===== src/ssr_pkg.sv =====
// Notes on behaviour
// - status bit reads 1 when event/condition present
// - summary bits 2,3,5 summarise fault,lockin,standard
// - summary bit 4 high while output buffer nonempty
// - summary bit 6 shows service request occurred
// - summary bit set when enabled source bit set
// - summary bit stays until enabled bits clear
// - querying summary byte never clears it
// - queried bit 6 is OR of enabled summary bits
// - serial poll changes only bit 6
// - first poll returns request, then withdraws it
// - request raised only on enabled rising bit
// - steady summary bit gives exactly one request
// - several source bits together give one request
// - standard bits 0,1,3; overflows flush queues
// - standard bits 4,5,6,7: exec, illegal, panel, power
// - standard, lockin, fault bits are sticky
// - lockin bits 0,1,3,4 overloads and unlock
// - lockin bits 5,6,7 sync filter and storage trigger
// - lockin bits 8-11 data overloads, 12-14 capture/sweep
// - fault bits 0,1 reference clock and battery
// - fault bits 4-7 network, transfer, usb faults
// - whole read clears all, bit read clears one
// - clear-all zeroes status, keeps enables
// - enables written whole or by bit, read both ways
`default_nettype none
package ssr_pkg;
    localparam int RSP_W   = 16;
    localparam int BIT_W   = 4;
    localparam int SPB_W   = 8;
    localparam int STD_W   = 8;
    localparam int LIA_W   = 15;
    localparam int FLT_W   = 8;
    // summary byte positions
    localparam int SPB_FLT = 2;
    localparam int SPB_LIA = 3;
    localparam int SPB_MAV = 4;
    localparam int SPB_STD = 5;
    localparam int SPB_RQS = 6;
    // summary bits that may raise a request (6 never does)
    localparam logic [SPB_W-1:0] SPB_SRC_MASK = 8'h3C;
    // standard event positions
    localparam int STD_OPC  = 0;
    localparam int STD_INQ  = 1;
    localparam int STD_OUTQ = 3;
    localparam int STD_EXEC = 4;
    localparam int STD_CMD  = 5;
    localparam int STD_USER = 6;
    localparam int STD_BOOT = 7;
    // implemented bits, unused status positions read zero
    localparam logic [STD_W-1:0] STD_VALID = 8'hFB;
    localparam logic [LIA_W-1:0] LIA_VALID = 15'h7FFB;
    localparam logic [FLT_W-1:0] FLT_VALID = 8'hF3;
    localparam logic [SPB_W-1:0] SPB_RST   = 8'h00;
    typedef enum logic [2:0] {
        SSR_OP_RD_STAT, SSR_OP_RD_STAT_BIT, SSR_OP_WR_EN, SSR_OP_WR_EN_BIT,
        SSR_OP_RD_EN, SSR_OP_RD_EN_BIT, SSR_OP_CLEAR_ALL, SSR_OP_NOP
    } ssr_op_e;
    typedef enum logic [1:0] {
        SSR_SEL_SUMMARY, SSR_SEL_STD, SSR_SEL_LOCKIN, SSR_SEL_FAULT
    } ssr_sel_e;
endpackage
`default_nettype wire


===== src/ssr_evreg_if.sv =====
`timescale 1ns/100ps
`default_nettype none
interface ssr_evreg_if #(parameter int W = 8);
    logic                  clr_all;
    logic                  rd_all;
    logic                  rd_one;
    logic                  en_wr_all;
    logic                  en_wr_one;
    logic [ssr_pkg::BIT_W-1:0] bit_sel;
    logic [W-1:0]          en_data;
    logic                  bit_val;
    logic [W-1:0]          status;
    logic [W-1:0]          enable;
    logic                  summary;
    modport ctrl (output clr_all, rd_all, rd_one, en_wr_all, en_wr_one, bit_sel,
                  en_data, bit_val, input status, enable, summary);
    modport evreg (input clr_all, rd_all, rd_one, en_wr_all, en_wr_one, bit_sel,
                   en_data, bit_val, output status, enable, summary);
endinterface
`default_nettype wire


===== src/ssr_event_reg.sv =====
`timescale 1ns/100ps
`default_nettype none
module ssr_event_reg #(
    parameter int         W     = 8,
    parameter logic [W-1:0] VALID = '1
) (
    input  wire logic         clk_sys,
    input  wire logic         rst_b,
    input  wire logic [W-1:0] events,
    ssr_evreg_if.evreg        bus
);
    // refuse widths that the answer word or the bit index cannot cover
    if (W < 1 || W > ssr_pkg::RSP_W || W > (1 << ssr_pkg::BIT_W)) begin : g_bad_w
        $error("ssr_event_reg: bad width");
    end
    logic [W-1:0] status_ff;
    logic [W-1:0] enable_ff;
    logic         summary_ff;
    // one-hot lane for single-bit accesses; out of range gives zero
    wire [W-1:0] sel_mask = {{(W-1){1'b0}}, 1'b1} << bus.bit_sel;
    wire         any_clr  = bus.clr_all | bus.rd_all | bus.rd_one;
    wire [W-1:0] clr_mask = (bus.clr_all | bus.rd_all) ? '1 :
                            (bus.rd_one ? sel_mask : '0);
    // events OR in after the clear so a same-cycle event survives
    wire [W-1:0] nxt_status = ((status_ff & ~clr_mask) | events) & VALID;
    wire [W-1:0] nxt_enable = bus.en_wr_all ? bus.en_data :
                              (!bus.en_wr_one ? enable_ff :
                              (bus.bit_val ? (enable_ff | sel_mask)
                                           : (enable_ff & ~sel_mask)));
    wire [W-1:0] masked     = status_ff & enable_ff;
    // summary lags its sources by one clock
    always_ff @(posedge clk_sys or negedge rst_b) begin
        if (!rst_b) begin
            status_ff  <= '0;
            enable_ff  <= '0;
            summary_ff <= 1'b0;
        end else begin
            status_ff  <= nxt_status;
            enable_ff  <= nxt_enable;
            summary_ff <= |masked;
        end
    end
    assign bus.status  = status_ff;
    assign bus.enable  = enable_ff;
    assign bus.summary = summary_ff;
    property p_evreg_sticky;
        @(posedge clk_sys) disable iff (!rst_b)
        !any_clr |=> ((status_ff & $past(status_ff)) == $past(status_ff));
    endproperty
    a_evreg_sticky: assert property (p_evreg_sticky) else $error("status bit lost");
    property p_evreg_summary;
        @(posedge clk_sys) disable iff (!rst_b)
        (masked != '0) |=> summary_ff;
    endproperty
    a_evreg_summary: assert property (p_evreg_summary) else $error("summary missed");
    property p_evreg_release;
        @(posedge clk_sys) disable iff (!rst_b)
        (masked == '0) |=> !summary_ff;
    endproperty
    a_evreg_release: assert property (p_evreg_release) else $error("summary stuck");
endmodule
`default_nettype wire


===== src/ssr_status_top.sv =====
`timescale 1ns/100ps
`default_nettype none
module ssr_status_top (
    input  wire logic                          clk_sys,
    input  wire logic                          rst_b,
    // query and enable command port
    input  wire logic                          cmd_valid,
    input  wire ssr_pkg::ssr_op_e              cmd_op,
    input  wire ssr_pkg::ssr_sel_e             cmd_sel,
    input  wire logic [ssr_pkg::BIT_W-1:0]     cmd_bit,
    input  wire logic [ssr_pkg::RSP_W-1:0]     cmd_data,
    output logic                               rsp_valid,
    output logic [ssr_pkg::RSP_W-1:0]          rsp_data,
    // standard event sources, one-cycle pulses
    input  wire logic                          ev_op_complete,
    input  wire logic                          input_queue_overflow,
    input  wire logic                          output_queue_overflow,
    input  wire logic                          execution_error,
    input  wire logic                          ev_illegal_command,
    input  wire logic                          user_panel_action,
    // lockin and fault sources, by bit position
    input  wire logic [ssr_pkg::LIA_W-1:0]     lockin_events,
    input  wire logic [ssr_pkg::FLT_W-1:0]     fault_events,
    // interface side
    input  wire logic                          out_buf_nonempty,
    input  wire logic                          serial_poll,
    output logic                               poll_valid,
    output logic [ssr_pkg::SPB_W-1:0]          poll_byte,
    output logic                               srq_req,
    output logic                               queue_flush
);
    ssr_evreg_if #(.W(ssr_pkg::STD_W)) if_std ();
    ssr_evreg_if #(.W(ssr_pkg::LIA_W)) if_lia ();
    ssr_evreg_if #(.W(ssr_pkg::FLT_W)) if_flt ();

    logic                      power_on_flag_ff;
    logic                      mav_ff;
    logic [ssr_pkg::SPB_W-1:0] srq_en_ff;
    logic [ssr_pkg::SPB_W-1:0] prev_enabled_ff;
    logic                      srq_pend_ff;
    logic                      poll_valid_ff;
    logic [ssr_pkg::SPB_W-1:0] poll_byte_ff;
    logic                      rsp_valid_ff;
    logic [ssr_pkg::RSP_W-1:0] rsp_data_ff;
    logic                      queue_flush_ff;
    logic [ssr_pkg::STD_W-1:0] std_events;

    // command decode
    wire op_rd_stat     = cmd_valid && (cmd_op == ssr_pkg::SSR_OP_RD_STAT);
    wire op_rd_stat_bit = cmd_valid && (cmd_op == ssr_pkg::SSR_OP_RD_STAT_BIT);
    wire op_wr_en       = cmd_valid && (cmd_op == ssr_pkg::SSR_OP_WR_EN);
    wire op_wr_en_bit   = cmd_valid && (cmd_op == ssr_pkg::SSR_OP_WR_EN_BIT);
    wire op_rd_en       = cmd_valid && (cmd_op == ssr_pkg::SSR_OP_RD_EN);
    wire op_rd_en_bit   = cmd_valid && (cmd_op == ssr_pkg::SSR_OP_RD_EN_BIT);
    wire op_clear_all   = cmd_valid && (cmd_op == ssr_pkg::SSR_OP_CLEAR_ALL);
    wire any_read       = op_rd_stat | op_rd_stat_bit | op_rd_en | op_rd_en_bit;
    wire is_bit_read    = op_rd_stat_bit | op_rd_en_bit;
    wire is_en_read     = op_rd_en | op_rd_en_bit;

    wire sel_sum = (cmd_sel == ssr_pkg::SSR_SEL_SUMMARY);
    wire sel_std = (cmd_sel == ssr_pkg::SSR_SEL_STD);
    wire sel_lia = (cmd_sel == ssr_pkg::SSR_SEL_LOCKIN);
    wire sel_flt = (cmd_sel == ssr_pkg::SSR_SEL_FAULT);

    // standard event register controls
    assign if_std.clr_all   = op_clear_all;
    assign if_std.rd_all    = op_rd_stat && sel_std;
    assign if_std.rd_one    = op_rd_stat_bit && sel_std;
    assign if_std.en_wr_all = op_wr_en && sel_std;
    assign if_std.en_wr_one = op_wr_en_bit && sel_std;
    assign if_std.bit_sel   = cmd_bit;
    assign if_std.en_data   = cmd_data[ssr_pkg::STD_W-1:0];
    assign if_std.bit_val   = cmd_data[0];

    // lockin condition register controls
    assign if_lia.clr_all   = op_clear_all;
    assign if_lia.rd_all    = op_rd_stat && sel_lia;
    assign if_lia.rd_one    = op_rd_stat_bit && sel_lia;
    assign if_lia.en_wr_all = op_wr_en && sel_lia;
    assign if_lia.en_wr_one = op_wr_en_bit && sel_lia;
    assign if_lia.bit_sel   = cmd_bit;
    assign if_lia.en_data   = cmd_data[ssr_pkg::LIA_W-1:0];
    assign if_lia.bit_val   = cmd_data[0];

    // fault register controls
    assign if_flt.clr_all   = op_clear_all;
    assign if_flt.rd_all    = op_rd_stat && sel_flt;
    assign if_flt.rd_one    = op_rd_stat_bit && sel_flt;
    assign if_flt.en_wr_all = op_wr_en && sel_flt;
    assign if_flt.en_wr_one = op_wr_en_bit && sel_flt;
    assign if_flt.bit_sel   = cmd_bit;
    assign if_flt.en_data   = cmd_data[ssr_pkg::FLT_W-1:0];
    assign if_flt.bit_val   = cmd_data[0];

    // standard event vector; bit 2 left idle
    always_comb begin
        std_events                    = '0;
        std_events[ssr_pkg::STD_OPC]  = ev_op_complete;
        std_events[ssr_pkg::STD_INQ]  = input_queue_overflow;
        std_events[ssr_pkg::STD_OUTQ] = output_queue_overflow;
        std_events[ssr_pkg::STD_EXEC] = execution_error;
        std_events[ssr_pkg::STD_CMD]  = ev_illegal_command;
        std_events[ssr_pkg::STD_USER] = user_panel_action;
        std_events[ssr_pkg::STD_BOOT] = power_on_flag_ff;
    end

    ssr_event_reg #(.W(ssr_pkg::STD_W), .VALID(ssr_pkg::STD_VALID)) u_std (
        .clk_sys (clk_sys),
        .rst_b   (rst_b),
        .events  (std_events),
        .bus     (if_std)
    );
    // unused positions masked off inside the register
    ssr_event_reg #(.W(ssr_pkg::LIA_W), .VALID(ssr_pkg::LIA_VALID)) u_lia (
        .clk_sys (clk_sys),
        .rst_b   (rst_b),
        .events  (lockin_events),
        .bus     (if_lia)
    );
    ssr_event_reg #(.W(ssr_pkg::FLT_W), .VALID(ssr_pkg::FLT_VALID)) u_flt (
        .clk_sys (clk_sys),
        .rst_b   (rst_b),
        .events  (fault_events),
        .bus     (if_flt)
    );

    // summary byte without bit 6; all inputs are already registered
    logic [ssr_pkg::SPB_W-1:0] spb_base;
    always_comb begin
        spb_base                   = ssr_pkg::SPB_RST;
        spb_base[ssr_pkg::SPB_FLT] = if_flt.summary;
        spb_base[ssr_pkg::SPB_LIA] = if_lia.summary;
        spb_base[ssr_pkg::SPB_MAV] = mav_ff;
        spb_base[ssr_pkg::SPB_STD] = if_std.summary;
    end

    // enabled summary bits and their rising edges
    wire [ssr_pkg::SPB_W-1:0] enabled_vec = spb_base & srq_en_ff & ssr_pkg::SPB_SRC_MASK;
    wire [ssr_pkg::SPB_W-1:0] rise_vec    = enabled_vec & ~prev_enabled_ff;
    wire                      any_rise    = |rise_vec;
    wire                      rqs_query   = |enabled_vec;

    // query view: bit 6 is the level, not the pending request
    logic [ssr_pkg::SPB_W-1:0] spb_query;
    always_comb begin
        spb_query                   = spb_base;
        spb_query[ssr_pkg::SPB_RQS] = rqs_query;
    end

    // poll view: bit 6 is the pending request
    logic [ssr_pkg::SPB_W-1:0] spb_poll;
    always_comb begin
        spb_poll                   = spb_base;
        spb_poll[ssr_pkg::SPB_RQS] = srq_pend_ff;
    end

    // request latch: a rise in the poll cycle still wins
    wire nxt_srq_pend = any_rise | (srq_pend_ff & ~serial_poll);

    // serial-poll enable register update
    logic [ssr_pkg::SPB_W-1:0] bit_onehot;
    logic [ssr_pkg::SPB_W-1:0] nxt_srq_en;
    always_comb begin
        bit_onehot = {{(ssr_pkg::SPB_W-1){1'b0}}, 1'b1} << cmd_bit;
        nxt_srq_en = srq_en_ff;
        if (op_wr_en && sel_sum) begin
            nxt_srq_en = cmd_data[ssr_pkg::SPB_W-1:0];
        end else if (op_wr_en_bit && sel_sum) begin
            nxt_srq_en = cmd_data[0] ? (srq_en_ff | bit_onehot) : (srq_en_ff & ~bit_onehot);
        end
    end

    // read data selection, whole value before any clear
    logic [ssr_pkg::RSP_W-1:0] stat_word;
    logic [ssr_pkg::RSP_W-1:0] en_word;
    always_comb begin
        case (cmd_sel)
            ssr_pkg::SSR_SEL_SUMMARY: begin
                stat_word = ssr_pkg::RSP_W'(spb_query);
                en_word   = ssr_pkg::RSP_W'(srq_en_ff);
            end
            ssr_pkg::SSR_SEL_STD: begin
                stat_word = ssr_pkg::RSP_W'(if_std.status);
                en_word   = ssr_pkg::RSP_W'(if_std.enable);
            end
            ssr_pkg::SSR_SEL_LOCKIN: begin
                stat_word = ssr_pkg::RSP_W'(if_lia.status);
                en_word   = ssr_pkg::RSP_W'(if_lia.enable);
            end
            ssr_pkg::SSR_SEL_FAULT: begin
                stat_word = ssr_pkg::RSP_W'(if_flt.status);
                en_word   = ssr_pkg::RSP_W'(if_flt.enable);
            end
            default: begin
                stat_word = '0;
                en_word   = '0;
            end
        endcase
    end
    wire [ssr_pkg::RSP_W-1:0] word_sel  = is_en_read ? en_word : stat_word;
    // shift keeps an out-of-range bit index reading zero
    wire [ssr_pkg::RSP_W-1:0] bit_shift = word_sel >> cmd_bit;
    wire [ssr_pkg::RSP_W-1:0] nxt_rsp   = is_bit_read ?
                                          {{(ssr_pkg::RSP_W-1){1'b0}}, bit_shift[0]} : word_sel;

    // power-on flag fires once, in the first cycle after reset
    always_ff @(posedge clk_sys or negedge rst_b) begin
        if (!rst_b) begin
            power_on_flag_ff <= 1'b1;
            queue_flush_ff   <= 1'b0;
        end else begin
            power_on_flag_ff <= 1'b0;
            queue_flush_ff   <= input_queue_overflow | output_queue_overflow;
        end
    end

    // summary byte state and request latch
    always_ff @(posedge clk_sys or negedge rst_b) begin
        if (!rst_b) begin
            mav_ff          <= 1'b0;
            srq_en_ff       <= ssr_pkg::SPB_RST;
            prev_enabled_ff <= ssr_pkg::SPB_RST;
            srq_pend_ff     <= 1'b0;
        end else begin
            mav_ff          <= out_buf_nonempty;
            srq_en_ff       <= nxt_srq_en;
            prev_enabled_ff <= enabled_vec;
            srq_pend_ff     <= nxt_srq_pend;
        end
    end

    // answers: poll byte and query response
    always_ff @(posedge clk_sys or negedge rst_b) begin
        if (!rst_b) begin
            poll_valid_ff <= 1'b0;
            poll_byte_ff  <= ssr_pkg::SPB_RST;
            rsp_valid_ff  <= 1'b0;
            rsp_data_ff   <= '0;
        end else begin
            poll_valid_ff <= serial_poll;
            if (serial_poll) begin
                poll_byte_ff <= spb_poll;
            end
            rsp_valid_ff <= any_read;
            if (any_read) begin
                rsp_data_ff <= nxt_rsp;
            end
        end
    end

    assign poll_valid  = poll_valid_ff;
    assign poll_byte   = poll_byte_ff;
    assign rsp_valid   = rsp_valid_ff;
    assign rsp_data    = rsp_data_ff;
    assign srq_req     = srq_pend_ff;
    assign queue_flush = queue_flush_ff;

    // request latch: set by a rise, cleared by a poll
    property p_rise_sets;
        @(posedge clk_sys) disable iff (!rst_b)
        any_rise |=> srq_pend_ff;
    endproperty
    a_rise_sets: assert property (p_rise_sets) else $error("rise gave no request");

    property p_no_level_req;
        @(posedge clk_sys) disable iff (!rst_b)
        (!srq_pend_ff && !any_rise) |=> !srq_pend_ff;
    endproperty
    a_no_level_req: assert property (p_no_level_req) else $error("request without rise");

    property p_poll_withdraws;
        @(posedge clk_sys) disable iff (!rst_b)
        (serial_poll && srq_pend_ff && !any_rise)
            |=> poll_valid && poll_byte_ff[ssr_pkg::SPB_RQS]
            && !srq_pend_ff;
    endproperty
    a_poll_withdraws: assert property (p_poll_withdraws) else $error("poll kept request");

    property p_poll_keeps;
        @(posedge clk_sys) disable iff (!rst_b)
        serial_poll |=> (poll_byte_ff & ~(ssr_pkg::SPB_W'(1) << ssr_pkg::SPB_RQS))
                        == ($past(spb_base) & ~(ssr_pkg::SPB_W'(1) << ssr_pkg::SPB_RQS));
    endproperty
    a_poll_keeps: assert property (p_poll_keeps) else $error("poll byte altered");

    property p_query_level;
        @(posedge clk_sys) disable iff (!rst_b)
        (op_rd_stat && sel_sum) |=> rsp_valid && (rsp_data[ssr_pkg::SPB_RQS] == $past(rqs_query));
    endproperty
    a_query_level: assert property (p_query_level) else $error("query bit6 wrong");

    property p_mav;
        @(posedge clk_sys) disable iff (!rst_b)
        out_buf_nonempty |=> spb_base[ssr_pkg::SPB_MAV];
    endproperty
    a_mav: assert property (p_mav) else $error("buffer bit missing");

    property p_flush;
        @(posedge clk_sys) disable iff (!rst_b)
        (input_queue_overflow || output_queue_overflow) |=> queue_flush ##1 1'b1;
    endproperty
    a_flush: assert property (p_flush) else $error("no queue flush");

    property p_clear_keeps_en;
        @(posedge clk_sys) disable iff (!rst_b)
        op_clear_all |=> (srq_en_ff == $past(srq_en_ff))
                         && (if_lia.enable == $past(if_lia.enable));
    endproperty
    a_clear_keeps_en: assert property (p_clear_keeps_en) else $error("enables cleared");

    // standard summary follows its masked source
    property p_std_lag;
        @(posedge clk_sys) disable iff (!rst_b)
        spb_base[ssr_pkg::SPB_STD] == $past(|(if_std.status & if_std.enable));
    endproperty
    a_std_lag: assert property (p_std_lag) else $error("standard summary wrong");

    // lockin summary lags by one clock
    property p_lia_lag;
        @(posedge clk_sys) disable iff (!rst_b)
        spb_base[ssr_pkg::SPB_LIA] == $past(|(if_lia.status & if_lia.enable));
    endproperty
    a_lia_lag: assert property (p_lia_lag) else $error("lockin summary wrong");

    // fault summary at its own bit
    property p_flt_lag;
        @(posedge clk_sys) disable iff (!rst_b)
        spb_base[ssr_pkg::SPB_FLT] == $past(|(if_flt.status & if_flt.enable));
    endproperty
    a_flt_lag: assert property (p_flt_lag) else $error("fault summary wrong");

    // a pending request waits for a poll
    property p_pend_holds;
        @(posedge clk_sys) disable iff (!rst_b)
        (srq_pend_ff && !serial_poll) |=> srq_pend_ff;
    endproperty
    a_pend_holds: assert property (p_pend_holds) else $error("request dropped");

    // unchanged enabled bits never request
    property p_steady_no_req;
        @(posedge clk_sys) disable iff (!rst_b)
        (!srq_pend_ff && $stable(enabled_vec)) |=> !srq_pend_ff;
    endproperty
    a_steady_no_req: assert property (p_steady_no_req) else $error("level request");
endmodule
`default_nettype wire


===== config.mk =====
export PLATFORM = sky130hd
export DESIGN_NAME = ssr_status_top
export DESIGN_NICKNAME = d
export VERILOG_FILES = /design/src/ssr_pkg.sv /design/src/ssr_evreg_if.sv /design/src/ssr_event_reg.sv /design/src/ssr_status_top.sv
export SDC_FILE = /design/constraint.sdc
export NUM_CORES = 1
export LEC_CHECK = 0
export BUFFER_PORTS_ARGS = -buffer_cell sky130_fd_sc_hd__buf_2
export CAP_MARGIN = 5
export CORE_MARGIN = 2
export CORE_UTILIZATION = 60
export DETAILED_ROUTE_END_ITERATION = 16
export PLACE_DENSITY = 0.83
export SLEW_MARGIN = 20
export SYNTH_ARGS = -nofsm -noshare
export SYNTH_HDL_FRONTEND = slang
export SYNTH_HIERARCHICAL = 1
export SYNTH_SLANG_ARGS = --single-unit

===== constraint.sdc =====
create_clock -name clk_sys -period 3.4 [get_ports clk_sys]
set_clock_uncertainty 0.2 [all_clocks]
set_input_delay 0.51 -clock clk_sys [delete_from_list [all_inputs] [get_ports clk_sys]]
set_output_delay 0.51 -clock clk_sys [all_outputs]
set_load 0.005 [all_outputs]

==> metrics, run 1 <==
GPL Wtd Cong 0.962; height of the die 102 µm; CTS tree built; number of detailed-routing iterations run before antenna repair 6; number of enable-type register cells in the synthesized netlist 0; port bufs 78; most used flip-flop cell after synthesis sky130_fd_sc_hd__dfrtp_1; number of instances in the synthesized netlist 601; main combinational cell family by area after synthesis compound AO/OA/AOI/OAI gates; minimum clock period after layout 2380 ps; Inserted Clock Buffers 9; number of diodes added for antenna fixing 0; complex-gate fraction of the synthesized area 0.213; placeable core region 9280 µm²; post-route clock period utilization 0.701; total wire length after detailed routing 16500 µm; Critical Path Source cmd_op[1]; total number of H-tree levels 3; Arr. time, crit path 2500 ps; mean routed wirelength per cell 20.8 µm; area used by multi-input combinational logic 3010 µm²; via count of the first global-routing pass 4905; number of nets with antenna violations after detailed routing 0; fmax 0.420 GHz; combined flip-flop and latch cell area 2480 µm²; register clock-pin slew on the reported worst setup and hold paths 90 ps; Final setup violation count 0; setup bufs post-CTS 0; Vias/cell 6.63; total via count in the routed design 5276; unrepaired setup endpoints after global routing false; Worst R2R Path Depth 6; total of warnings raised by yosys 6; path type of the worst setup path input port to flop; Clk Tree Root Cell sky130_fd_sc_hd__clkbuf_8; maximum ir drop on the vdd rail 0.376 mV; max_cap viols 0; wire length of the first global-routing pass 26100 µm; worst hold slack 10.7 ps; number of DRC violations after detailed-routing iteration 0 662; Seq cells post-synth 99; number of nets in the final layout 722; relative area change from synthesis to final layout 11.5%; most common cell after layout, fill and taps aside sky130_fd_sc_hd__dfrtp_1; Total Neg Setup Slack 0 ps; Post-Place Setup Slack 659 ps; fraction of the yosys area taken by sequential cells 0.431; I/O Pins 87; placed wire-length estimate after detailed placement 12100 µm; hold violation count in the final report 0; areal power density over the cells 484 nW/µm²; effective utilization at floorplan 0.619; share of cell area taken by muxes after synthesis 0.0988; maximum number of pins on one net before global-route repair 63; hold-fix buffer count after cts 0; synthesized-area fraction occupied by xor and xnor cells 0; Critical Path End Type flop; share of synthesized cell area in and, or, nand and nor gates 0.205; setup slack, reg-to-reg 1260 ps; width of the die 102 µm; share of cells above drive strength 1 0.234; slack of the critical path 1020 ps; placed instance area 6150 µm²; area of the die 10400 µm²; Sink Count 99; slew at the pin closest to its max-slew limit 847 ps; GR Overflow Total 0; fraction of synthesis flops using an asynchronous set or reset pin 1.00; biggest fanout along the worst timing path 10; Skew-Pair Late Insertion Delay 380 ps; final-report max-slew violation count 0; Mean Syn Cell Area 9.57 µm²; leakage power summed over all cells 2.62 nW; global-route usage over all layers 0.331; area of the mapped netlist 5750 µm²; normalized max-slew margin 0.433; commonest cells after routing, fill and taps aside sky130_fd_sc_hd__dfrtp_1, sky130_fd_sc_hd__buf_2, sky130_fd_sc_hd__a21oi_1; antenna violations before repair 0; Residual DRC 0; deepest clock path buffer count 2; outcome complete, no violations; Synth Area in Adders 0; final instance area 6410 µm²; min-delay worst type input port to asynchronous set/reset pin; fillers 749; cell row count 35; Worst setup SP type input port; required time at the endpoint of the critical path 3520 ps; final core occ 0.691; synth unique cells 60; number of gates resized after CTS 0; worst reg2reg endpoint rsp_data[0]$_DFFE_PN0P_
[power breakdown]
group          switching (mW)  internal (mW)
registers               0.179           1.36
logic                   0.327          0.273
clock network           0.394          0.578
[how the worst max path moves through the flow]
stage	endpoint	slack (ps)	cells past startpoint
global route	rsp_data[0]$_DFFE_PN0P_	820	8
CTS	rsp_data[0]$_DFFE_PN0P_	1050	7
detailed placement	rsp_data[0]$_DFFE_PN0P_	660	7
floorplan	rsp_data[0]$_DFFE_PN0P_	1040	8
global placement	rsp_data[0]$_DFFE_PN0P_	680	6
finish	rsp_data[0]$_DFFE_PN0P_	1020	8
[metrics by stage]
| step | total power, mW | cells |
|---|---|---|
| 2_1_floorplan | 1.86 | 606 |
| 3_3_place_gp | 2.10 | 781 |
| 3_5_place_dp | 2.13 | 781 |
| 4_1_cts | 3.09 | 796 |
| 5_1_grt | 3.24 | 796 |
| 6_report | 3.11 | 796 |
[synthesized netlist by cell type (all sizes together), types with 7 or more instances]
master  instances  area share
mux2            8       0.016
mux2i          23       0.040
a31o           27       0.041
o31ai           9       0.012
nand3b          7      0.0091
inv            10      0.0065
nand2b         10       0.011
clkbuf         16       0.010
dfrtp          98        0.43
a21oi          65       0.057
a31oi          16       0.017
o21ai          42       0.037
buf            26       0.033
nor2           37       0.025
mux4           11       0.043
nand3          25       0.022
nand2          42       0.027
a22oi          12       0.016
nand4           9      0.0098
nor2b          41       0.046
[cell families (layout without fill, tap and decap cells)]
family	after synthesis	in the layout
AOI/OAI and AO/OA	195	195
buffers and inverters	52	113
DFF	99	99
muxes	42	42
other	4	9
and+or+nand+nor	209	209
[final cells by class]
type                       instances  area share
sequential                        99       0.386
clock inverter                     5      0.0195
timing repair buffer              88      0.0730
inverter                          10     0.00585
multi-input combinational        455       0.469
clock buffer                      10      0.0215
tap                              129      0.0252
[per-layer routing]
| metal | global-route usage | wire length (µm) | up-vias |
|---|---|---|---|
| met5 | 0 | 0 | - |
| li1 | - | - | 2335 |
| met4 | 0.107 | 491 | 0 |
| met1 | 0.466 | 6420 | 2524 |
| met2 | 0.516 | 7790 | 366 |
| met3 | 0.0746 | 1830 | 51 |
[critical path: stages]
cell and delay, ps:
sky130_fd_sc_hd__buf_2 140, sky130_fd_sc_hd__and3b_1 510, sky130_fd_sc_hd__buf_4 250, sky130_fd_sc_hd__a211oi_1 60
sky130_fd_sc_hd__o32ai_1 300, sky130_fd_sc_hd__o21bai_1 90, sky130_fd_sc_hd__a2111oi_0 450, sky130_fd_sc_hd__a311o_1 190
No activity file was read; power rests on OpenSTA's default activity.
==> run 2, diff against run 1 <==
Settings changed: CORE_UTILIZATION 60 to 58, PLACE_DENSITY 0.83 to 0.81.
Clock period 3.4 ns to 2.4 ns, I/O delays scaled along.
==> run 2 against run 1 <==
  * Global-route usage grew 1.8 points
  * Largest power group unchanged
  * Power up 36%
  * Worst setup slack worse by 800 ps
  * Non-clock buffer count increased by 57
  * Largest cell class unchanged
  * Clock power up 14%
  * Die area rose by 3.3%
  * Design area up 7.4%
  * Via count increased by 6.6%
  * Core utilization up 2.1 points
  * Critical path type is now flop to flop
  * Combinational power grew 55%
  * Register-to-register slack got worse by 1000 ps
==> metrics, run 2 (synthesis results as in run 1) <==
outcome complete, no violations; Crit-path slowest cell sky130_fd_sc_hd__mux4_2; min-delay worst type input port to flop; hold path cells 3; deepest clock path buffer count 2 (unchanged); Skew-Pair Late Insertion Delay 380 ps (about the same); number of diodes added for antenna fixing 0 (unchanged); final core occ 0.711 (+0.0207); combined flip-flop and latch cell area 2480 µm² (unchanged); total via count in the routed design 5626 (+6.6%); Sink Count 99 (unchanged); slew at the pin closest to its max-slew limit 934 ps (+86.7 ps); GR Overflow Total 0 (unchanged); series of cell instances along the critical path mux4_2, nand2_1, o21ai_0, a211oi_1, o21ai_1, a311o_1; global-route usage over all layers 0.349 (+0.0176); path type of the worst setup path flop to flop; relative area change from synthesis to final layout 19.8%; Critical Path End Type flop; Clk Tree Root Cell sky130_fd_sc_hd__clkbuf_8; max_cap viols 0 (unchanged); I/O Pins 87 (unchanged); number of nets in the final layout 779 (+7.9%); height of the die 104 µm (+1.6%); areal power density over the cells 613 nW/µm² (+27%); maximum ir drop on the vdd rail 0.344 mV (-8.6%); cell row count 36 (+2.9%); GPL Wtd Cong 0.959 (-0.29%); leakage power summed over all cells 2.85 nW (+9.0%); width of the die 104 µm (+1.6%); Hold Startpoint cmd_data[9]; via count of the first global-routing pass 5551 (+13%); placed instance area 6400 µm² (+4.0%); unrepaired setup endpoints after global routing false; post-route clock period utilization 0.910; share of cells above drive strength 1 0.252 (+0.0185); final total power 4.22 mW (+36%); hold violation count in the final report 0 (unchanged); fillers 731 (-2.4%); area of the die 10700 µm² (+3.3%); normalized max-slew margin 0.375 (-0.0580); biggest fanout along the worst timing path 3 (-7); most common cell after layout, fill and taps aside sky130_fd_sc_hd__dfrtp_1; port bufs 78 (unchanged); Inserted Clock Buffers 9 (unchanged); total wire length after detailed routing 18300 µm (+11%); total number of H-tree levels 3 (unchanged); final-report max-slew violation count 0 (unchanged); instance count after placement with tap cells included 812 (+4.0%); Arr. time, crit path 2250 ps (-250 ps); CP max stage delay 490 ps (-20 ps); Vias/cell 6.56 (-1.1%); number of standard cells in the layout, taps in and fillers out 858 (+7.8%); Post-Place Setup Slack -1.17 ps (-661 ps); placed wire-length estimate after detailed placement 13000 µm (+7.5%); fmax 0.458 GHz; CTS tree built; commonest cells after routing, fill and taps aside sky130_fd_sc_hd__dfrtp_1, sky130_fd_sc_hd__buf_2, sky130_fd_sc_hd__a21oi_1; Worst setup SP type flop; mean routed wirelength per cell 21.4 µm (+3.0%); Worst R2R Path Depth 6 (unchanged); register clock-pin slew on the reported worst setup and hold paths 90 ps (about the same); Final setup violation count 0 (unchanged); number of DRC violations after detailed-routing iteration 0 631 (-4.7%); required time at the endpoint of the critical path 2470 ps (-1050 ps); Residual DRC 0 (unchanged); slack of the critical path 216 ps (-800 ps); number of detailed-routing iterations run before antenna repair 7 (+1); final instance area 6890 µm² (+7.4%); area used by multi-input combinational logic 3010 µm² (unchanged); placeable core region 9680 µm² (+4.3%); antenna violations before repair 0 (unchanged); wire length of the first global-routing pass 29200 µm (+12%); minimum clock period after layout 2180 ps; number of nets with antenna violations after detailed routing 0 (unchanged); effective utilization at floorplan 0.594 (-0.0256); maximum number of pins on one net before global-route repair 59 (-6.3%)
==> run 2: cell count changes in the layout (fill, tap and decap cells not counted), sizes merged <==
cell,change
bufinv,-3
clkbuf,+1
buf,+27
dlygate4sd3,+30
clkinv,+2
clkinvlp,+1
==> run 2: final cells by class <==
cell class	count	area share
clock buffers	11	0.0205
clock inverters	5	0.00763
inverters	10	0.00545
multi-input cells	455	0.436
flip-flops and latches	99	0.360
well taps	133	0.0242
repair buffers	145	0.146
==> run 2: final timing paths <==
path                                               to  slack [ps]
min                                              flop          30
min reg2reg                  rsp_data[11]$_DFFE_PN0P_         280
max                           rsp_data[0]$_DFFE_PN0P_         220
max in group asynchronous  power_on_flag_ff$_DFF_PN1_        1010
min in group asynchronous  asynchronous set/reset pin         280
max reg2reg                   rsp_data[0]$_DFFE_PN0P_         220
==> run 2: critical path, delay by kind of cell (launching register included) <==
kind	cells	cell delay (ps)
simple gates	1	80
compound gates	4	860
mux	1	490
flops	1	460
==> run 2: per-layer routing <==
layer / vias to the layer above / global-route usage / routed length [µm]
li1: 2445 / - / -
met1: 2681 / 0.460 / 7020
met2: 419 / 0.546 / 8470
met3: 81 / 0.0831 / 2020
met4: 0 / 0.168 / 835
met5: - / 0 / 0
==> run 2: what timing repair did <==
action	CTS	global route
hold buffers	30	0
hold endpoints to repair	62	0
resized for setup	0	0
setup buffers	0	0
==> run 2: report_power, final <==
part	internal, mW	total (mW)	switching, mW
Clock	0.506	1.11	0.601
Sequential	1.92	2.19	0.271
Combinational	0.447	0.926	0.479
Total	2.87	4.22	1.35
==> run 2: metrics by stage <==
stage	hold WS (ps)	TNS, ps
2_1_floorplan	-136	0
3_3_place_gp	144	-26.9
3_5_place_dp	155	-1.17
4_1_cts	21.0	0
5_1_grt	31.3	0
6_report	29.7	0
==> run 3, diff against run 2 <==
Settings changed: CORE_UTILIZATION 58 to 52, PLACE_DENSITY 0.81 to 0.77, REMOVE_ABC_BUFFERS from default to 1.
Clock period 2.4 ns to 1.8 ns, I/O delays scaled along.
==> run 3 against run 2 <==
  * The flow now finishes with violations (setup timing)
  * First-iteration DRC count shrank 0.63%
  * Sequential cell count stayed put
  * Combinational power grew 89%
  * Sequential share of layout area decreased by 3.8 points
  * Power grew 43%
  * Count of clock-buffer cells in the layout up 3
  * Design area up 12%
  * Critical path depth up 2
  * Largest power group unchanged
==> metrics, run 3 (synthesis results as in run 1) <==
outcome finished, violations left; final core occ 0.715 (+0.00332); GPL Wtd Cong 1.02 (+6.0%); Clk Tree Root Cell sky130_fd_sc_hd__clkbuf_8; effective utilization at floorplan 0.533 (-0.0610); unrepaired setup endpoints after global routing true; number of detailed-routing iterations run before antenna repair 7 (unchanged); width of the die 109 µm (+5.4%); post-route clock period utilization 1.09; commonest cells after routing, fill and taps aside sky130_fd_sc_hd__buf_4, sky130_fd_sc_hd__dfrtp_1, sky130_fd_sc_hd__buf_2; register clock-pin slew on the reported worst setup and hold paths 100 ps (about the same); CP max stage delay 450 ps (-40 ps); cell row count 38 (+5.6%); leakage power summed over all cells 3.33 nW (+17%); antenna violations before repair 3 (+3); series of cell instances along the critical path buf_2, and3b_1, buf_4, a211oi_1, o32ai_1, o21bai_1, a2111oi_1, a311o_1; placeable core region 10800 µm² (+11%); net switching component of the power 1.89 mW (+40%); number of standard cells in the layout, taps in and fillers out 964 (+12%); cell-internal power 4.16 mW (+45%); Post-Place Setup Slack -529 ps (-528 ps); total via count in the routed design 5851 (+4.0%); Final setup violation count 1 (+1); minimum clock period after layout 1970 ps; total wire length after detailed routing 20000 µm (+9.2%); Sink Count 99 (unchanged); number of nets in the final layout 878 (+13%); final-report max-slew violation count 0 (unchanged); GR Overflow Total 0 (unchanged); proportion of power drawn by the clock network 0.239 (-0.023); Crit-path slowest cell sky130_fd_sc_hd__a2111oi_1; relative area change from synthesis to final layout 34.2%; global-route usage over all layers 0.348 (-0.000695); placed wire-length estimate after detailed placement 14900 µm (+15%); most common cell after layout, fill and taps aside sky130_fd_sc_hd__buf_4; worst hold slack 20.9 ps (-8.82 ps); Critical Path End Type flop; required time at the endpoint of the critical path 1930 ps (-540 ps); biggest fanout along the worst timing path 4 (+1); Inserted Clock Buffers 9 (unchanged); cell family with most CP delay compound AO/OA/AOI/OAI gates; Arr. time, crit path 2090 ps (-160 ps); number of diodes added for antenna fixing 0 (unchanged); maximum ir drop on the vdd rail 0.866 mV (+150%); area of the die 11900 µm² (+11%); max_cap viols 0 (unchanged); CTS tree built; slew at the pin closest to its max-slew limit 531 ps (-403 ps); I/O Pins 87 (unchanged); maximum number of pins on one net before global-route repair 100 (+69%); slack of the critical path -169 ps (-385 ps); fmax 0.508 GHz; mean routed wirelength per cell 20.8 µm (-2.8%); instance count after placement with tap cells included 908 (+12%); Residual DRC 0 (unchanged); share of cells above drive strength 1 0.347 (+0.0947); areal power density over the cells 784 nW/µm² (+28%); number of nets with antenna violations after detailed routing 0 (unchanged); deepest clock path buffer count 2 (unchanged); Worst setup SP type input port; relative contribution of combinational cells to total power 0.289 (+0.070); hold violation count in the final report 0 (unchanged); sequential fraction of design power 0.473 (-0.046); total number of H-tree levels 3 (unchanged); port bufs 78 (unchanged); switching power share of the total 0.313 (-0.00699); via count of the first global-routing pass 5715 (+3.0%); min-delay worst type input port to flop; Skew-Pair Late Insertion Delay 380 ps (about the same); height of the die 109 µm (+5.4%); number of DRC violations after detailed-routing iteration 0 627 (-0.63%); total buffers and inverters traversed by the critical path 2 (+2); Vias/cell 6.07 (-7.4%); normalized max-slew margin 0.645 (+0.270); wire length of the first global-routing pass 30600 µm (+4.8%); failing checks setup timing; path type of the worst setup path input port to flop
run 3: power by group through the flow:
stage                     registers [mW]  clock network [mW]  logic [mW]
final                               2.86                1.44        1.75
after global routing                2.89                1.56        1.89
after CTS                           2.84                1.48        1.66
after detailed placement            2.88                   0        1.60
after global placement              2.88                   0        1.56
after floorplan                     2.78                   0       0.664
run 3: metal layers:
| metal | track usage | routed length, µm | vias to the layer above |
|---|---|---|---|
| li1 | - | - | 2643 |
| met1 | 0.452 | 7910 | 2766 |
| met2 | 0.534 | 9160 | 361 |
| met3 | 0.112 | 2170 | 77 |
| met4 | 0.150 | 771 | 4 |
| met5 | 0 | 29 | - |
run 3: what timing repair did:
item,CTS,global route
pin swaps,3,3
gates resized for setup,1,16
buffers inserted,0,4
hold buffers,36,0
endpoints found under the setup margin,1,21
endpoints found under the hold margin,133,0
run 3: path summary, 6_finish.rpt:
kind,start,endpoint,slack (ps),cells after the start
worst max-delay path,cmd_op[1],rsp_data[0]$_DFFE_PN0P_,-170,8
worst min-delay path,cmd_data[1],flop,20,3
worst max register to register,flop,rsp_data[0]$_DFFE_PN0P_,-150,6
worst min register to register,rsp_data[2]$_DFFE_PN0P_,rsp_data[2]$_DFFE_PN0P_,280,2
max in group asynchronous,rst_b,asynchronous set/reset pin,700,3
min in group asynchronous,rst_b,asynchronous set/reset pin,290,3
run 3: area by class of cell:
| cell class | count | area [µm²] |
|---|---|---|
| clock inverters | 2 | 35.0 |
| repair buffers | 244 | 1780 |
| flip-flops and latches | 99 | 2480 |
| multi-input cells | 455 | 3050 |
| inverters | 10 | 37.5 |
| well taps | 140 | 175 |
| clock buffers | 14 | 153 |
| fillers | 870 | 3080 |
run 3: stage by stage:
step | setup TNS, ps | total power, mW | area [µm²]
3_5_place_dp | -17550 | 4.48 | 7090
4_1_cts | -228 | 5.98 | 7630
6_report | -169 | 6.05 | 7710
2_1_floorplan | -10180 | 3.44 | 5520
5_1_grt | -228 | 6.33 | 7710
3_3_place_gp | -15680 | 4.44 | 7090
run 3: worst min-delay path, cell delays in order:
cell and delay, ps:
sky130_fd_sc_hd__buf_2 140, sky130_fd_sc_hd__nor2b_1 110, sky130_fd_sc_hd__a21oi_1 50
